`config.mk`:
```
export PLATFORM = sky130hd
export DESIGN_NAME = static_mem_ctrl
export DESIGN_NICKNAME = d
export VERILOG_FILES = /design/src/hw/len_decode.v /design/src/hw/static_mem_ctrl.v /design/src/hw/wait_sync.v
export VERILOG_INCLUDE_DIRS = /design/src /design/src/hw
export SDC_FILE = /design/constraint.sdc
export NUM_CORES = 1
export LEC_CHECK = 0
export BUFFER_PORTS_ARGS = -buffer_cell sky130_fd_sc_hd__buf_2
export CAP_MARGIN = 20
export CORE_ASPECT_RATIO = 1.1
export CORE_MARGIN = 3
export CORE_UTILIZATION = 59
export DETAILED_ROUTE_END_ITERATION = 10
export HOLD_SLACK_MARGIN = 0.06
export PLACE_DENSITY = 0.91
export SLEW_MARGIN = 20
export SYNTH_ARGS = -nofsm -noshare
export SYNTH_HDL_FRONTEND = slang
export SYNTH_SLANG_ARGS = --single-unit
```
`constraint.sdc`:
```
create_clock -name mclk_i -period 7.15 [get_ports mclk_i]
set_input_delay 2.145 -clock mclk_i [delete_from_list [all_inputs] [get_ports mclk_i]]
set_output_delay 2.145 -clock mclk_i [all_outputs]
set_load 0.03 [all_outputs]
```
`src/hw/static_mem_ctrl_consts.vh`:
```
/*
  Shared constants of the static memory controller: wait modes, length
  field layouts, fixed slow-clock waveforms and page size codes.
  Assumes it is included by bare name, before any module that uses it.
*/
`ifndef STATIC_MEM_CTRL_CONSTS_VH
`define STATIC_MEM_CTRL_CONSTS_VH

// widths
`define LEN_W            10
`define ADDR_W           24

// wait mode selector codes
`define WAIT_MODE_OFF    2'h0
`define WAIT_MODE_FROZEN 2'h2
`define WAIT_MODE_READY  2'h3

// length field layouts: len = hi * mult + lo
`define SETUP_FIELD_W    6
`define SETUP_LO_W       5
`define SETUP_HI_MULT    10'h080
`define PULSE_FIELD_W    7
`define PULSE_LO_W       6
`define PULSE_HI_MULT    10'h100
`define CYCLE_FIELD_W    9
`define CYCLE_LO_W       7
`define CYCLE_HI_MULT    10'h100

// fixed slow-clock read waveform, in cycles
`define SLOW_RD_SETUP    10'h001
`define SLOW_RD_PULSE    10'h001
`define SLOW_CS_RD_SETUP 10'h000
`define SLOW_CS_RD_PULSE 10'h002
`define SLOW_RD_CYCLE    10'h002

// fixed slow-clock write waveform, in cycles
`define SLOW_WR_SETUP    10'h001
`define SLOW_WR_PULSE    10'h001
`define SLOW_CS_WR_SETUP 10'h000
`define SLOW_CS_WR_PULSE 10'h003
`define SLOW_WR_CYCLE    10'h003

// page size selector: 4, 8, 16, 32 bytes
`define PAGE_SIZE_4      2'h0
`define PAGE_SIZE_8      2'h1
`define PAGE_SIZE_16     2'h2
`define PAGE_SIZE_32     2'h3

// wait input idle level after reset
`define WAIT_IDLE_LEVEL  1'b1

`endif

```
`src/hw/len_decode.v`:
```
/*
  Decodes one programmed length field into a cycle count: the bits above
  LO_W are weighted by MULT, the low bits count one each.
  Assumes MULT and field widths keep the result inside LEN_W bits.
*/
`timescale 1ns/100ps
`include "static_mem_ctrl_consts.vh"

module len_decode #(
  parameter              FIELD_W = 6,
  parameter              LO_W    = 5,
  parameter [`LEN_W-1:0] MULT    = 10'h080
) (
  // programmed field
  input  wire [FIELD_W-1:0] field_i,
  // decoded length in cycles
  output wire [`LEN_W-1:0]  len_o
);

  wire [`LEN_W-1:0] hi_ext;
  wire [`LEN_W-1:0] lo_ext;

  assign hi_ext = {{(`LEN_W-FIELD_W+LO_W){1'b0}}, field_i[FIELD_W-1:LO_W]};
  assign lo_ext = {{(`LEN_W-LO_W){1'b0}}, field_i[LO_W-1:0]};
  assign len_o  = hi_ext * MULT + lo_ext;

endmodule // len_decode

```
`src/hw/static_mem_ctrl.v`:
```
/*
  Static memory controller access engine: strobe and chip select
  waveforms, external wait in Frozen and Ready modes, fixed slow-clock
  waveforms and asynchronous page-mode reads.
  Assumes the surrounding register block presents the configuration of the
  requested chip select, stable while req_valid_i is high, and pulses
  other_target_i when the bus serves any other target.
*/
`timescale 1ns/100ps
`include "static_mem_ctrl_consts.vh"

// What this block does
// - Ready mode: count setup and pulse, sample synced wait in last pulse cycle.
// - Ready mode: wait asserted suspends access; after deassertion the hold step runs.
// - Ready mode: wait changes outside the last pulse cycle leave length unchanged.
// - External wait passes a two-cycle resynchronizer before use.
// - Slow clock indication replaces all programmed timings with fixed waveforms.
// - Slow clock waveforms apply to every chip select at once.
// - Slow read: strobe setup 1, pulse 1, cs setup 0, cs pulse 2, cycle 2.
// - Slow write: strobe setup 1, pulse 1, cs setup 0, cs pulse 3, cycle 3.
// - Slow indication removed mid-transfer: finish with slow set at fast rate.
// - Page reads only with page mode enabled; page of 4, 8, 16, 32 bytes.
// - Pages aligned to size; upper address bits form the page address.
// - Page mode: read strobe and chip select low, identical, whole transfer.
// - Page mode: first access uses cs read pulse, in-page uses read strobe pulse.
// - Page mode: read setups and read cycle length have no effect.
// - Page timings applied exactly as programmed, no consistency check.
// - Same chip select and page address: short in-page time, sequential or not.
// - Different page or chip select: page break with long first access.
// - An intervening access to another target forces a page break.
// - Wait mode codes: 00 disabled, 10 Frozen, 11 Ready.
// - Wait is active low, looked at only in the controlling strobe pulse.
// - Entering or leaving slow clock inserts a reload wait after the transfer.
module static_mem_ctrl #(
  parameter NUM_CS = 4,
  parameter CS_W   = 2
) (
  // clock and reset
  input  wire                  mclk_i,
  input  wire                  rst_n_i,
  // access request from the bus side
  input  wire                  req_valid_i,
  input  wire                  req_write_i,
  input  wire [CS_W-1:0]       req_cs_i,
  input  wire [`ADDR_W-1:0]    req_addr_i,
  output wire                  req_ready_o,
  output wire                  xfer_done_o,
  // another internal or external target was accessed
  input  wire                  other_target_i,
  // power management slow clock indication
  input  wire                  slow_clock_i,
  // configuration of the requested chip select
  input  wire [5:0]            rd_strobe_setup_len_i,
  input  wire [5:0]            cs_read_setup_len_i,
  input  wire [5:0]            wr_strobe_setup_len_i,
  input  wire [5:0]            cs_write_setup_len_i,
  input  wire [6:0]            rd_strobe_pulse_len_i,
  input  wire [6:0]            cs_read_pulse_len_i,
  input  wire [6:0]            wr_strobe_pulse_len_i,
  input  wire [6:0]            cs_write_pulse_len_i,
  input  wire [8:0]            read_cycle_len_i,
  input  wire [8:0]            write_cycle_len_i,
  input  wire [1:0]            ext_wait_mode_sel_i,
  input  wire                  page_mode_en_i,
  input  wire [1:0]            page_size_sel_i,
  // external memory pins
  input  wire                  ext_wait_n_i,
  output wire [NUM_CS-1:0]     chip_select_n_o,
  output wire                  read_strobe_n_o,
  output wire                  write_strobe_n_o,
  output wire [`ADDR_W-1:0]    mem_addr_o,
  // status
  output wire                  slow_mode_o,
  output wire                  reload_wait_o
);

  localparam [1:0] ST_IDLE    = 2'h0;
  localparam [1:0] ST_ACCESS  = 2'h1;
  localparam [1:0] ST_SUSPEND = 2'h2;
  localparam [1:0] ST_RELOAD  = 2'h3;

  wire [`LEN_W-1:0]  rd_setup_w;
  wire [`LEN_W-1:0]  cs_rd_setup_w;
  wire [`LEN_W-1:0]  wr_setup_w;
  wire [`LEN_W-1:0]  cs_wr_setup_w;
  wire [`LEN_W-1:0]  rd_pulse_w;
  wire [`LEN_W-1:0]  cs_rd_pulse_w;
  wire [`LEN_W-1:0]  wr_pulse_w;
  wire [`LEN_W-1:0]  cs_wr_pulse_w;
  wire [`LEN_W-1:0]  rd_cycle_w;
  wire [`LEN_W-1:0]  wr_cycle_w;
  wire               wait_n_sync;

  reg  [1:0]         state_reg,     state_next;
  reg  [`LEN_W-1:0]  cnt_reg,       cnt_next;
  reg  [`LEN_W-1:0]  str_setup_reg, str_setup_next;
  reg  [`LEN_W-1:0]  str_pulse_reg, str_pulse_next;
  reg  [`LEN_W-1:0]  cs_setup_reg,  cs_setup_next;
  reg  [`LEN_W-1:0]  cs_pulse_reg,  cs_pulse_next;
  reg  [`LEN_W-1:0]  end_reg,       end_next;
  reg  [1:0]         wmode_reg,     wmode_next;
  reg                is_write_reg,  is_write_next;
  reg  [CS_W-1:0]    cs_sel_reg,    cs_sel_next;
  reg  [`ADDR_W-1:0] addr_reg,      addr_next;
  reg                slow_mode_reg, slow_mode_next;
  reg                page_open_reg, page_open_next;
  reg  [`ADDR_W-1:0] page_addr_reg, page_addr_next;
  reg                rd_n_reg,      rd_n_next;
  reg                wr_n_reg,      wr_n_next;
  reg  [NUM_CS-1:0]  cs_n_reg,      cs_n_next;
  reg                done_reg,      done_next;
  reg                reload_reg,    reload_next;

  reg  [`LEN_W-1:0]  sel_str_setup;
  reg  [`LEN_W-1:0]  sel_str_pulse;
  reg  [`LEN_W-1:0]  sel_cs_setup;
  reg  [`LEN_W-1:0]  sel_cs_pulse;
  reg  [`LEN_W-1:0]  sel_cycle;
  reg  [`LEN_W-1:0]  sel_end;
  reg  [1:0]         sel_wmode;
  reg  [4:0]         page_off_mask;
  reg                page_access;
  reg                page_hit;
  reg                strobe_low;
  reg                cs_low;

  wire [`ADDR_W-1:0] page_keep;
  wire [`LEN_W-1:0]  cnt_inc;
  wire [`LEN_W-1:0]  str_end;
  wire [`LEN_W-1:0]  sel_str_end;
  wire [`LEN_W-1:0]  sel_cs_end;
  wire               in_pulse;
  wire               pulse_last;
  wire               xfer_last;
  wire [NUM_CS-1:0]  cs_onehot;

  // length decoders for the requested chip select
  len_decode #(.FIELD_W(`SETUP_FIELD_W), .LO_W(`SETUP_LO_W), .MULT(`SETUP_HI_MULT)) u_rd_setup (
    .field_i (rd_strobe_setup_len_i),
    .len_o   (rd_setup_w)
  );
  len_decode #(.FIELD_W(`SETUP_FIELD_W), .LO_W(`SETUP_LO_W), .MULT(`SETUP_HI_MULT)) u_cs_rd_setup (
    .field_i (cs_read_setup_len_i),
    .len_o   (cs_rd_setup_w)
  );
  len_decode #(.FIELD_W(`SETUP_FIELD_W), .LO_W(`SETUP_LO_W), .MULT(`SETUP_HI_MULT)) u_wr_setup (
    .field_i (wr_strobe_setup_len_i),
    .len_o   (wr_setup_w)
  );
  len_decode #(.FIELD_W(`SETUP_FIELD_W), .LO_W(`SETUP_LO_W), .MULT(`SETUP_HI_MULT)) u_cs_wr_setup (
    .field_i (cs_write_setup_len_i),
    .len_o   (cs_wr_setup_w)
  );
  len_decode #(.FIELD_W(`PULSE_FIELD_W), .LO_W(`PULSE_LO_W), .MULT(`PULSE_HI_MULT)) u_rd_pulse (
    .field_i (rd_strobe_pulse_len_i),
    .len_o   (rd_pulse_w)
  );
  len_decode #(.FIELD_W(`PULSE_FIELD_W), .LO_W(`PULSE_LO_W), .MULT(`PULSE_HI_MULT)) u_cs_rd_pulse (
    .field_i (cs_read_pulse_len_i),
    .len_o   (cs_rd_pulse_w)
  );
  len_decode #(.FIELD_W(`PULSE_FIELD_W), .LO_W(`PULSE_LO_W), .MULT(`PULSE_HI_MULT)) u_wr_pulse (
    .field_i (wr_strobe_pulse_len_i),
    .len_o   (wr_pulse_w)
  );
  len_decode #(.FIELD_W(`PULSE_FIELD_W), .LO_W(`PULSE_LO_W), .MULT(`PULSE_HI_MULT)) u_cs_wr_pulse (
    .field_i (cs_write_pulse_len_i),
    .len_o   (cs_wr_pulse_w)
  );
  len_decode #(.FIELD_W(`CYCLE_FIELD_W), .LO_W(`CYCLE_LO_W), .MULT(`CYCLE_HI_MULT)) u_rd_cycle (
    .field_i (read_cycle_len_i),
    .len_o   (rd_cycle_w)
  );
  len_decode #(.FIELD_W(`CYCLE_FIELD_W), .LO_W(`CYCLE_LO_W), .MULT(`CYCLE_HI_MULT)) u_wr_cycle (
    .field_i (write_cycle_len_i),
    .len_o   (wr_cycle_w)
  );

  wait_sync u_wait_sync (
    .mclk_i            (mclk_i),
    .rst_n_i           (rst_n_i),
    .ext_wait_n_i      (ext_wait_n_i),
    .ext_wait_n_sync_o (wait_n_sync)
  );

  // page offset bits grow with the page size
  always @* begin
    case (page_size_sel_i)
      `PAGE_SIZE_4:  page_off_mask = 5'h03;
      `PAGE_SIZE_8:  page_off_mask = 5'h07;
      `PAGE_SIZE_16: page_off_mask = 5'h0F;
      `PAGE_SIZE_32: page_off_mask = 5'h1F;
      default:       page_off_mask = 5'h03;
    endcase
  end

  assign page_keep = ~{{(`ADDR_W-5){1'b0}}, page_off_mask};

  // waveform set chosen when a transfer starts
  always @* begin
    page_access = page_mode_en_i && !req_write_i && !slow_mode_reg;
    page_hit    = page_open_reg && (cs_sel_reg == req_cs_i) &&
                  ((req_addr_i & page_keep) == (page_addr_reg & page_keep));
    sel_wmode   = ext_wait_mode_sel_i;
    if (slow_mode_reg) begin
      sel_wmode = `WAIT_MODE_OFF;
      if (req_write_i) begin
        sel_str_setup = `SLOW_WR_SETUP;
        sel_str_pulse = `SLOW_WR_PULSE;
        sel_cs_setup  = `SLOW_CS_WR_SETUP;
        sel_cs_pulse  = `SLOW_CS_WR_PULSE;
        sel_cycle     = `SLOW_WR_CYCLE;
      end else begin
        sel_str_setup = `SLOW_RD_SETUP;
        sel_str_pulse = `SLOW_RD_PULSE;
        sel_cs_setup  = `SLOW_CS_RD_SETUP;
        sel_cs_pulse  = `SLOW_CS_RD_PULSE;
        sel_cycle     = `SLOW_RD_CYCLE;
      end
    end else if (page_access) begin
      sel_str_setup = {`LEN_W{1'b0}};
      sel_cs_setup  = {`LEN_W{1'b0}};
      sel_str_pulse = page_hit ? rd_pulse_w : cs_rd_pulse_w;
      sel_cs_pulse  = sel_str_pulse;
      sel_cycle     = sel_str_pulse;
    end else if (req_write_i) begin
      sel_str_setup = wr_setup_w;
      sel_str_pulse = wr_pulse_w;
      sel_cs_setup  = cs_wr_setup_w;
      sel_cs_pulse  = cs_wr_pulse_w;
      sel_cycle     = wr_cycle_w;
    end else begin
      sel_str_setup = rd_setup_w;
      sel_str_pulse = rd_pulse_w;
      sel_cs_setup  = cs_rd_setup_w;
      sel_cs_pulse  = cs_rd_pulse_w;
      sel_cycle     = rd_cycle_w;
    end
  end

  // transfer ends after the longest of cycle, strobe window and chip select window
  assign sel_str_end = sel_str_setup + sel_str_pulse;
  assign sel_cs_end  = sel_cs_setup + sel_cs_pulse;

  always @* begin
    sel_end = sel_cycle;
    if (sel_str_end > sel_end) begin
      sel_end = sel_str_end;
    end
    if (sel_cs_end > sel_end) begin
      sel_end = sel_cs_end;
    end
  end

  assign cnt_inc    = cnt_reg + 10'h001;
  assign str_end    = str_setup_reg + str_pulse_reg;
  assign in_pulse   = (cnt_reg >= str_setup_reg) && (cnt_reg < str_end);
  assign pulse_last = (str_pulse_reg != {`LEN_W{1'b0}}) && (cnt_inc == str_end);
  assign xfer_last  = (cnt_inc >= end_reg);

  always @* begin
    state_next     = state_reg;
    cnt_next       = cnt_reg;
    str_setup_next = str_setup_reg;
    str_pulse_next = str_pulse_reg;
    cs_setup_next  = cs_setup_reg;
    cs_pulse_next  = cs_pulse_reg;
    end_next       = end_reg;
    wmode_next     = wmode_reg;
    is_write_next  = is_write_reg;
    cs_sel_next    = cs_sel_reg;
    addr_next      = addr_reg;
    slow_mode_next = slow_mode_reg;
    page_open_next = page_open_reg;
    page_addr_next = page_addr_reg;
    done_next      = 1'b0;
    reload_next    = 1'b0;
    case (state_reg)
      ST_IDLE: begin
        if (slow_clock_i != slow_mode_reg) begin
          state_next  = ST_RELOAD;
          reload_next = 1'b1;
        end else if (req_valid_i) begin
          state_next     = ST_ACCESS;
          cnt_next       = {`LEN_W{1'b0}};
          str_setup_next = sel_str_setup;
          str_pulse_next = sel_str_pulse;
          cs_setup_next  = sel_cs_setup;
          cs_pulse_next  = sel_cs_pulse;
          end_next       = sel_end;
          wmode_next     = sel_wmode;
          is_write_next  = req_write_i;
          cs_sel_next    = req_cs_i;
          addr_next      = req_addr_i;
          page_open_next = page_access;
          page_addr_next = req_addr_i;
        end
      end
      ST_ACCESS: begin
        if ((wmode_reg == `WAIT_MODE_FROZEN) && in_pulse && !wait_n_sync) begin
          cnt_next = cnt_reg;
        end else if ((wmode_reg == `WAIT_MODE_READY) && pulse_last && !wait_n_sync) begin
          state_next = ST_SUSPEND;
        end else if (xfer_last) begin
          state_next = ST_IDLE;
          cnt_next   = {`LEN_W{1'b0}};
          done_next  = 1'b1;
        end else begin
          cnt_next = cnt_inc;
        end
      end
      ST_SUSPEND: begin
        if (wait_n_sync) begin
          if (xfer_last) begin
            state_next = ST_IDLE;
            cnt_next   = {`LEN_W{1'b0}};
            done_next  = 1'b1;
          end else begin
            state_next = ST_ACCESS;
            cnt_next   = cnt_inc;
          end
        end
      end
      ST_RELOAD: begin
        state_next     = ST_IDLE;
        slow_mode_next = slow_clock_i;
        page_open_next = 1'b0;
      end
      default: begin
        state_next = ST_IDLE;
      end
    endcase
    if (other_target_i) begin
      page_open_next = 1'b0;
    end
  end

  assign cs_onehot = {{(NUM_CS-1){1'b0}}, 1'b1} << cs_sel_next;

  // pin levels from the next counter value so the pins leave flip-flops
  always @* begin
    strobe_low = 1'b0;
    cs_low     = 1'b0;
    if ((state_next == ST_ACCESS) || (state_next == ST_SUSPEND)) begin
      strobe_low = (cnt_next >= str_setup_next) && (cnt_next < str_setup_next + str_pulse_next);
      cs_low     = (cnt_next >= cs_setup_next) && (cnt_next < cs_setup_next + cs_pulse_next);
    end else if (page_open_next) begin
      cs_low = 1'b1;
    end
    rd_n_next = !(strobe_low && !is_write_next);
    wr_n_next = !(strobe_low && is_write_next);
    cs_n_next = cs_low ? ~cs_onehot : {NUM_CS{1'b1}};
  end

  always @(posedge mclk_i or negedge rst_n_i) begin
    if (!rst_n_i) begin
      state_reg     <= ST_IDLE;
      cnt_reg       <= {`LEN_W{1'b0}};
      str_setup_reg <= {`LEN_W{1'b0}};
      str_pulse_reg <= {`LEN_W{1'b0}};
      cs_setup_reg  <= {`LEN_W{1'b0}};
      cs_pulse_reg  <= {`LEN_W{1'b0}};
      end_reg       <= {`LEN_W{1'b0}};
      wmode_reg     <= `WAIT_MODE_OFF;
      is_write_reg  <= 1'b0;
      cs_sel_reg    <= {CS_W{1'b0}};
      addr_reg      <= {`ADDR_W{1'b0}};
      slow_mode_reg <= 1'b0;
      page_open_reg <= 1'b0;
      page_addr_reg <= {`ADDR_W{1'b0}};
      rd_n_reg      <= 1'b1;
      wr_n_reg      <= 1'b1;
      cs_n_reg      <= {NUM_CS{1'b1}};
      done_reg      <= 1'b0;
      reload_reg    <= 1'b0;
    end else begin
      state_reg     <= state_next;
      cnt_reg       <= cnt_next;
      str_setup_reg <= str_setup_next;
      str_pulse_reg <= str_pulse_next;
      cs_setup_reg  <= cs_setup_next;
      cs_pulse_reg  <= cs_pulse_next;
      end_reg       <= end_next;
      wmode_reg     <= wmode_next;
      is_write_reg  <= is_write_next;
      cs_sel_reg    <= cs_sel_next;
      addr_reg      <= addr_next;
      slow_mode_reg <= slow_mode_next;
      page_open_reg <= page_open_next;
      page_addr_reg <= page_addr_next;
      rd_n_reg      <= rd_n_next;
      wr_n_reg      <= wr_n_next;
      cs_n_reg      <= cs_n_next;
      done_reg      <= done_next;
      reload_reg    <= reload_next;
    end
  end

  assign req_ready_o      = (state_reg == ST_IDLE) && (slow_clock_i == slow_mode_reg);
  assign xfer_done_o      = done_reg;
  assign chip_select_n_o  = cs_n_reg;
  assign read_strobe_n_o  = rd_n_reg;
  assign write_strobe_n_o = wr_n_reg;
  assign mem_addr_o       = addr_reg;
  assign slow_mode_o      = slow_mode_reg;
  assign reload_wait_o    = reload_reg;

endmodule // static_mem_ctrl

```
`src/hw/wait_sync.v`:
```
/*
  Two flip-flop resynchronizer for the external active-low wait pin.
  Assumes the pin is asynchronous to mclk_i; idles deasserted after reset.
*/
`timescale 1ns/100ps
`include "static_mem_ctrl_consts.vh"

module wait_sync (
  // clock and reset
  input  wire mclk_i,
  input  wire rst_n_i,
  // raw pin and synchronized level
  input  wire ext_wait_n_i,
  output wire ext_wait_n_sync_o
);

  reg meta_reg;
  reg sync_reg;

  always @(posedge mclk_i or negedge rst_n_i) begin
    if (!rst_n_i) begin
      meta_reg <= `WAIT_IDLE_LEVEL;
      sync_reg <= `WAIT_IDLE_LEVEL;
    end else begin
      meta_reg <= ext_wait_n_i;
      sync_reg <= meta_reg;
    end
  end

  assign ext_wait_n_sync_o = sync_reg;

endmodule // wait_sync

```
==> flow_metrics.py <==
metrics = {
    "cells_and_area": {
        "nFillCells": 942,
        "multi_input_area_um2": 6360,
        "syn2layout_area_growth_pct": 21.0,
        "layout.nets": 1422,
        "regArea_um2": 2590,
        "drive_gt1_share_pct": 28.2,
        "num_antenna_cells": 0,
        "largest_reg_flops": 24,
    },
    "setup_path": {
        "rr_startpoint": "cnt_reg[0]",
        "cp_top_family": "compound AO/OA/AOI/OAI gates",
        "r2r_slack_ns": 0.64,
        "r2r-end": "chip_select_n_o[0]",
        "crit_top_cell": "a21oi_2",
        "critPathMaxStageDelay_ns": 0.42,
        "criticalPathCategory": "in -> reg",
        "crit_required_ns": 7.40,
        "critPathBufInv": 3,
        "cp_max_fo": 5,
        "end_kind": "flip-flop",
        "cp-start-kind": "input port",
        "crit_path_top_delay_cell": "nor4_4",
        "ff2ff_path_depth": 17,
        "worst_ep_arrival_time_ns": 7.96,
    },
    "yosys": {
        "ys_seq_elements": 103,
        "yosysWarnings": 0,
        "synth_area_per_cell_um2": 9.17,
        "synth_top_area_share_pct": 26.1,
        "synthFlopType": "dfrtp_1",
        "syn-instance-count": 995,
        "synthArstFlopShare_pct": 100,
        "netlist-cell-type-count": 64,
        "netlist_top_cells_count": "ha_1, dfrtp_1, inv_1",
        "yosysTopAreaCell": "dfrtp_1",
        "synth_nets": 1236,
        "ys_seq_area_share_pct": 28.4,
        "synth.area.top_cells": "dfrtp_1, ha_1, mux2_2",
        "yosysMostFrequentCell": "ha_1",
        "synth_area_um2": 9120,
        "synth_edf_count": 0,
    },
    "clock_network": {
        "clock_latency_ns": 0.36,
        "hold_buffers": 0,
        "cts_buffer_depth": 2,
        "clockRootBuffer": "clkbuf_16",
        "cts_tree": "yes",
        "cts.htree.levels": 3,
        "cts_inserted_buffers": 9,
        "clk_pin_slew_worst_paths_ns": 0.08,
        "clock-sinks": 103,
    },
    "worst_hold_path": {
        "hold_path_end": "u_wait_sync.ext_wait_n_sync_o",
        "worstHoldPathType": "reg -> reg",
        "hold_depth": 0,
        "hold_path.startpoint": "u_wait_sync.meta_reg",
    },
    "run_status": {
        "violations": "setup timing",
        "status": "finished, violations left",
    },
    "routing": {
        "drt_iter0_drc": 752,
        "firstDrtPassIters": 6,
        "vias": 8787,
        "drc": 0,
        "avgRoutedWirePerCell_um": 19.9,
        "routed_wl_mm": 27.5,
        "via_per_inst": 6.36,
        "ant_nets": 0,
    },
    "global_routing": {
        "grtUsageTotal_pct": 31.0,
        "grt_pass1_vias": 8734,
        "grt_pass1_wl_mm": 42.4,
        "grt_max_degree": 84,
        "grt_antenna_before_repair": 0,
        "grt_remaining_overflow": 0,
    },
    "pwr": {
        "combinationalPowerShare_pct": 70.8,
        "intPower_mw": 2.61,
        "p_clk_share_pct": 9.6,
        "power_frac_seq_pct": 19.7,
        "cellPowerDensity_nw_per_um2": 457,
        "power.leakage_nw": 5.72,
        "p_sw_share_pct": 48.2,
        "p_sw_mw": 2.43,
        "peakVddDrop_mv": 0.288,
    },
    "placement": {
        "place_ws_ns": -0.842,
        "gp_congestion": 1.01,
        "port_buffers": 141,
        "place_hpwl_mm": 20.6,
    },
    "floorplan": {
        "dieArea_um2": 17000,
        "dieWidth_um": 125,
        "start_util_pct": 60.4,
        "core-area_um2": 15100,
        "die_h_um": 136,
        "num_io_pins": 142,
        "rows": 47,
    },
    "sta": {
        "fmaxAchievable_ghz": 0.130,
        "finClkSkew_ns": 0.0130,
        "setup_viol": 12,
        "tightestPinTransition_ns": 0.797,
        "fin_crit_ns": 7.70,
        "drv_slew": 0,
        "max_slew_margin_pct": 46.3,
        "final.setup.worst_slack_ns": -0.550,
        "setup_tns_ns": -5.00,
        "grt_setup_unrepaired": "true",
        "fin_crit_sh_pct": 108,
        "hold_violations": 0,
    },
    "run": {
        "cap_violations": 0,
    },
}
==> how the worst max path moves through the flow <==
| stage | from | end | slack [ns] | depth (start not counted) |
|---|---|---|---|---|
| final | req_cs_i[1] | end_reg[3] | -0.55 | 34 |
| after global routing | req_addr_i[3] | end_reg[3] | -0.75 | 35 |
| after CTS | req_addr_i[3] | end_reg[0] | -0.33 | 36 |
| after detailed placement | req_cs_i[1] | end_reg[0] | -0.84 | 35 |
| after global placement | req_cs_i[1] | end_reg[0] | -0.57 | 34 |
| after floorplan | req_addr_i[2] | end_reg[7] | -0.26 | 29 |
==> layer usage <==
layer	routed length [µm]	vias up	global-route usage (%)
met5	0	-	0
met4	1680	0	18.1
met3	2120	137	6.33
met2	13400	505	53.2
met1	10300	4173	36.1
li1	-	3972	-
==> power by group through the flow <==
stage	sequential (mW)	combinational, mW	clock (mW)
floorplan	1.10	2.14	0
global placement	0.974	3.09	0
detailed placement	0.992	3.24	0
CTS	0.985	3.36	0.480
global route	1.01	3.88	0.506
finish	0.992	3.57	0.481
==> stage by stage <==
stage	hold WS, ns	power (mW)	cell area, µm²	utilization, %	instances
5_1_grt	0.370	5.40	11000	73.0	1382
4_1_cts	0.364	4.82	10900	71.8	1380
3_5_place_dp	0.353	4.23	10500	69.5	1359
2_1_floorplan	0.345	3.24	9220	-	995
3_3_place_gp	0.346	4.06	10500	69.5	1359
6_report	0.365	5.04	11000	73.0	1382
==> cells by family (layout without fill, tap and decap cells) <==
family	Yosys count	count (layout)	synth area share (%)
XOR/XNOR	72	72	7.38
buffers and inverters	121	312	5.03
adder cells (fa/ha/maj)	133	133	18.7
AND/OR/NAND/NOR	237	237	13.1
AO/OA/AOI/OAI	260	260	19.2
flip-flops	103	103	28.4
multiplexers	69	69	8.19
==> repair_timing <==
action | 4_1_cts | 5_1_grt
setup buffers | 4 | 2
gates resized for setup | 11 | 37
pin swaps | 23 | 26
endpoints found under the hold margin | 0 | 0
gates cloned | 1 | 0
endpoints found under the setup margin | 11 | 13
==> placed cells by master (no fill, tap or decap), types with 4 or more instances in the layout <==
cell | Yosys | routed
o21ai_1 | 0 | 5
xnor2_1 | 47 | 40
clkbuf_16 | 0 | 9
o221ai_1 | 11 | 11
nor3_1 | 26 | 24
nor2_1 | 49 | 45
xor2_1 | 22 | 22
xnor2_2 | 0 | 7
o21ai_0 | 50 | 42
mux2i_1 | 24 | 21
o21a_1 | 12 | 12
and2_1 | 14 | 13
nand3_1 | 10 | 10
inv_1 | 89 | 89
or4_1 | 4 | 4
a21o_1 | 40 | 40
o21bai_1 | 4 | 4
a211oi_1 | 11 | 9
buf_4 | 0 | 62
mux2_2 | 45 | 42
nand2_1 | 62 | 58
fa_1 | 5 | 4
a21oi_2 | 0 | 7
a21oi_1 | 67 | 60
ha_1 | 128 | 123
nand2b_1 | 23 | 23
ha_4 | 0 | 4
o211ai_1 | 6 | 6
a22oi_1 | 5 | 5
nor2b_1 | 16 | 16
o31ai_1 | 11 | 10
dfrtp_1 | 95 | 95
buf_2 | 4 | 139
dfstp_2 | 8 | 8
o221a_2 | 9 | 9
nand4_1 | 15 | 15
==> layout make-up <==
class / count / area share, %
inverter: 90 / 3.06
tap: 196 / 2.22
multi-input combinational: 771 / 57.6
clock inverter: 7 / 0.487
timing repair buffer: 206 / 11.1
clock buffer: 9 / 2.04
sequential: 103 / 23.4
(Power assumes the default switching activity.)
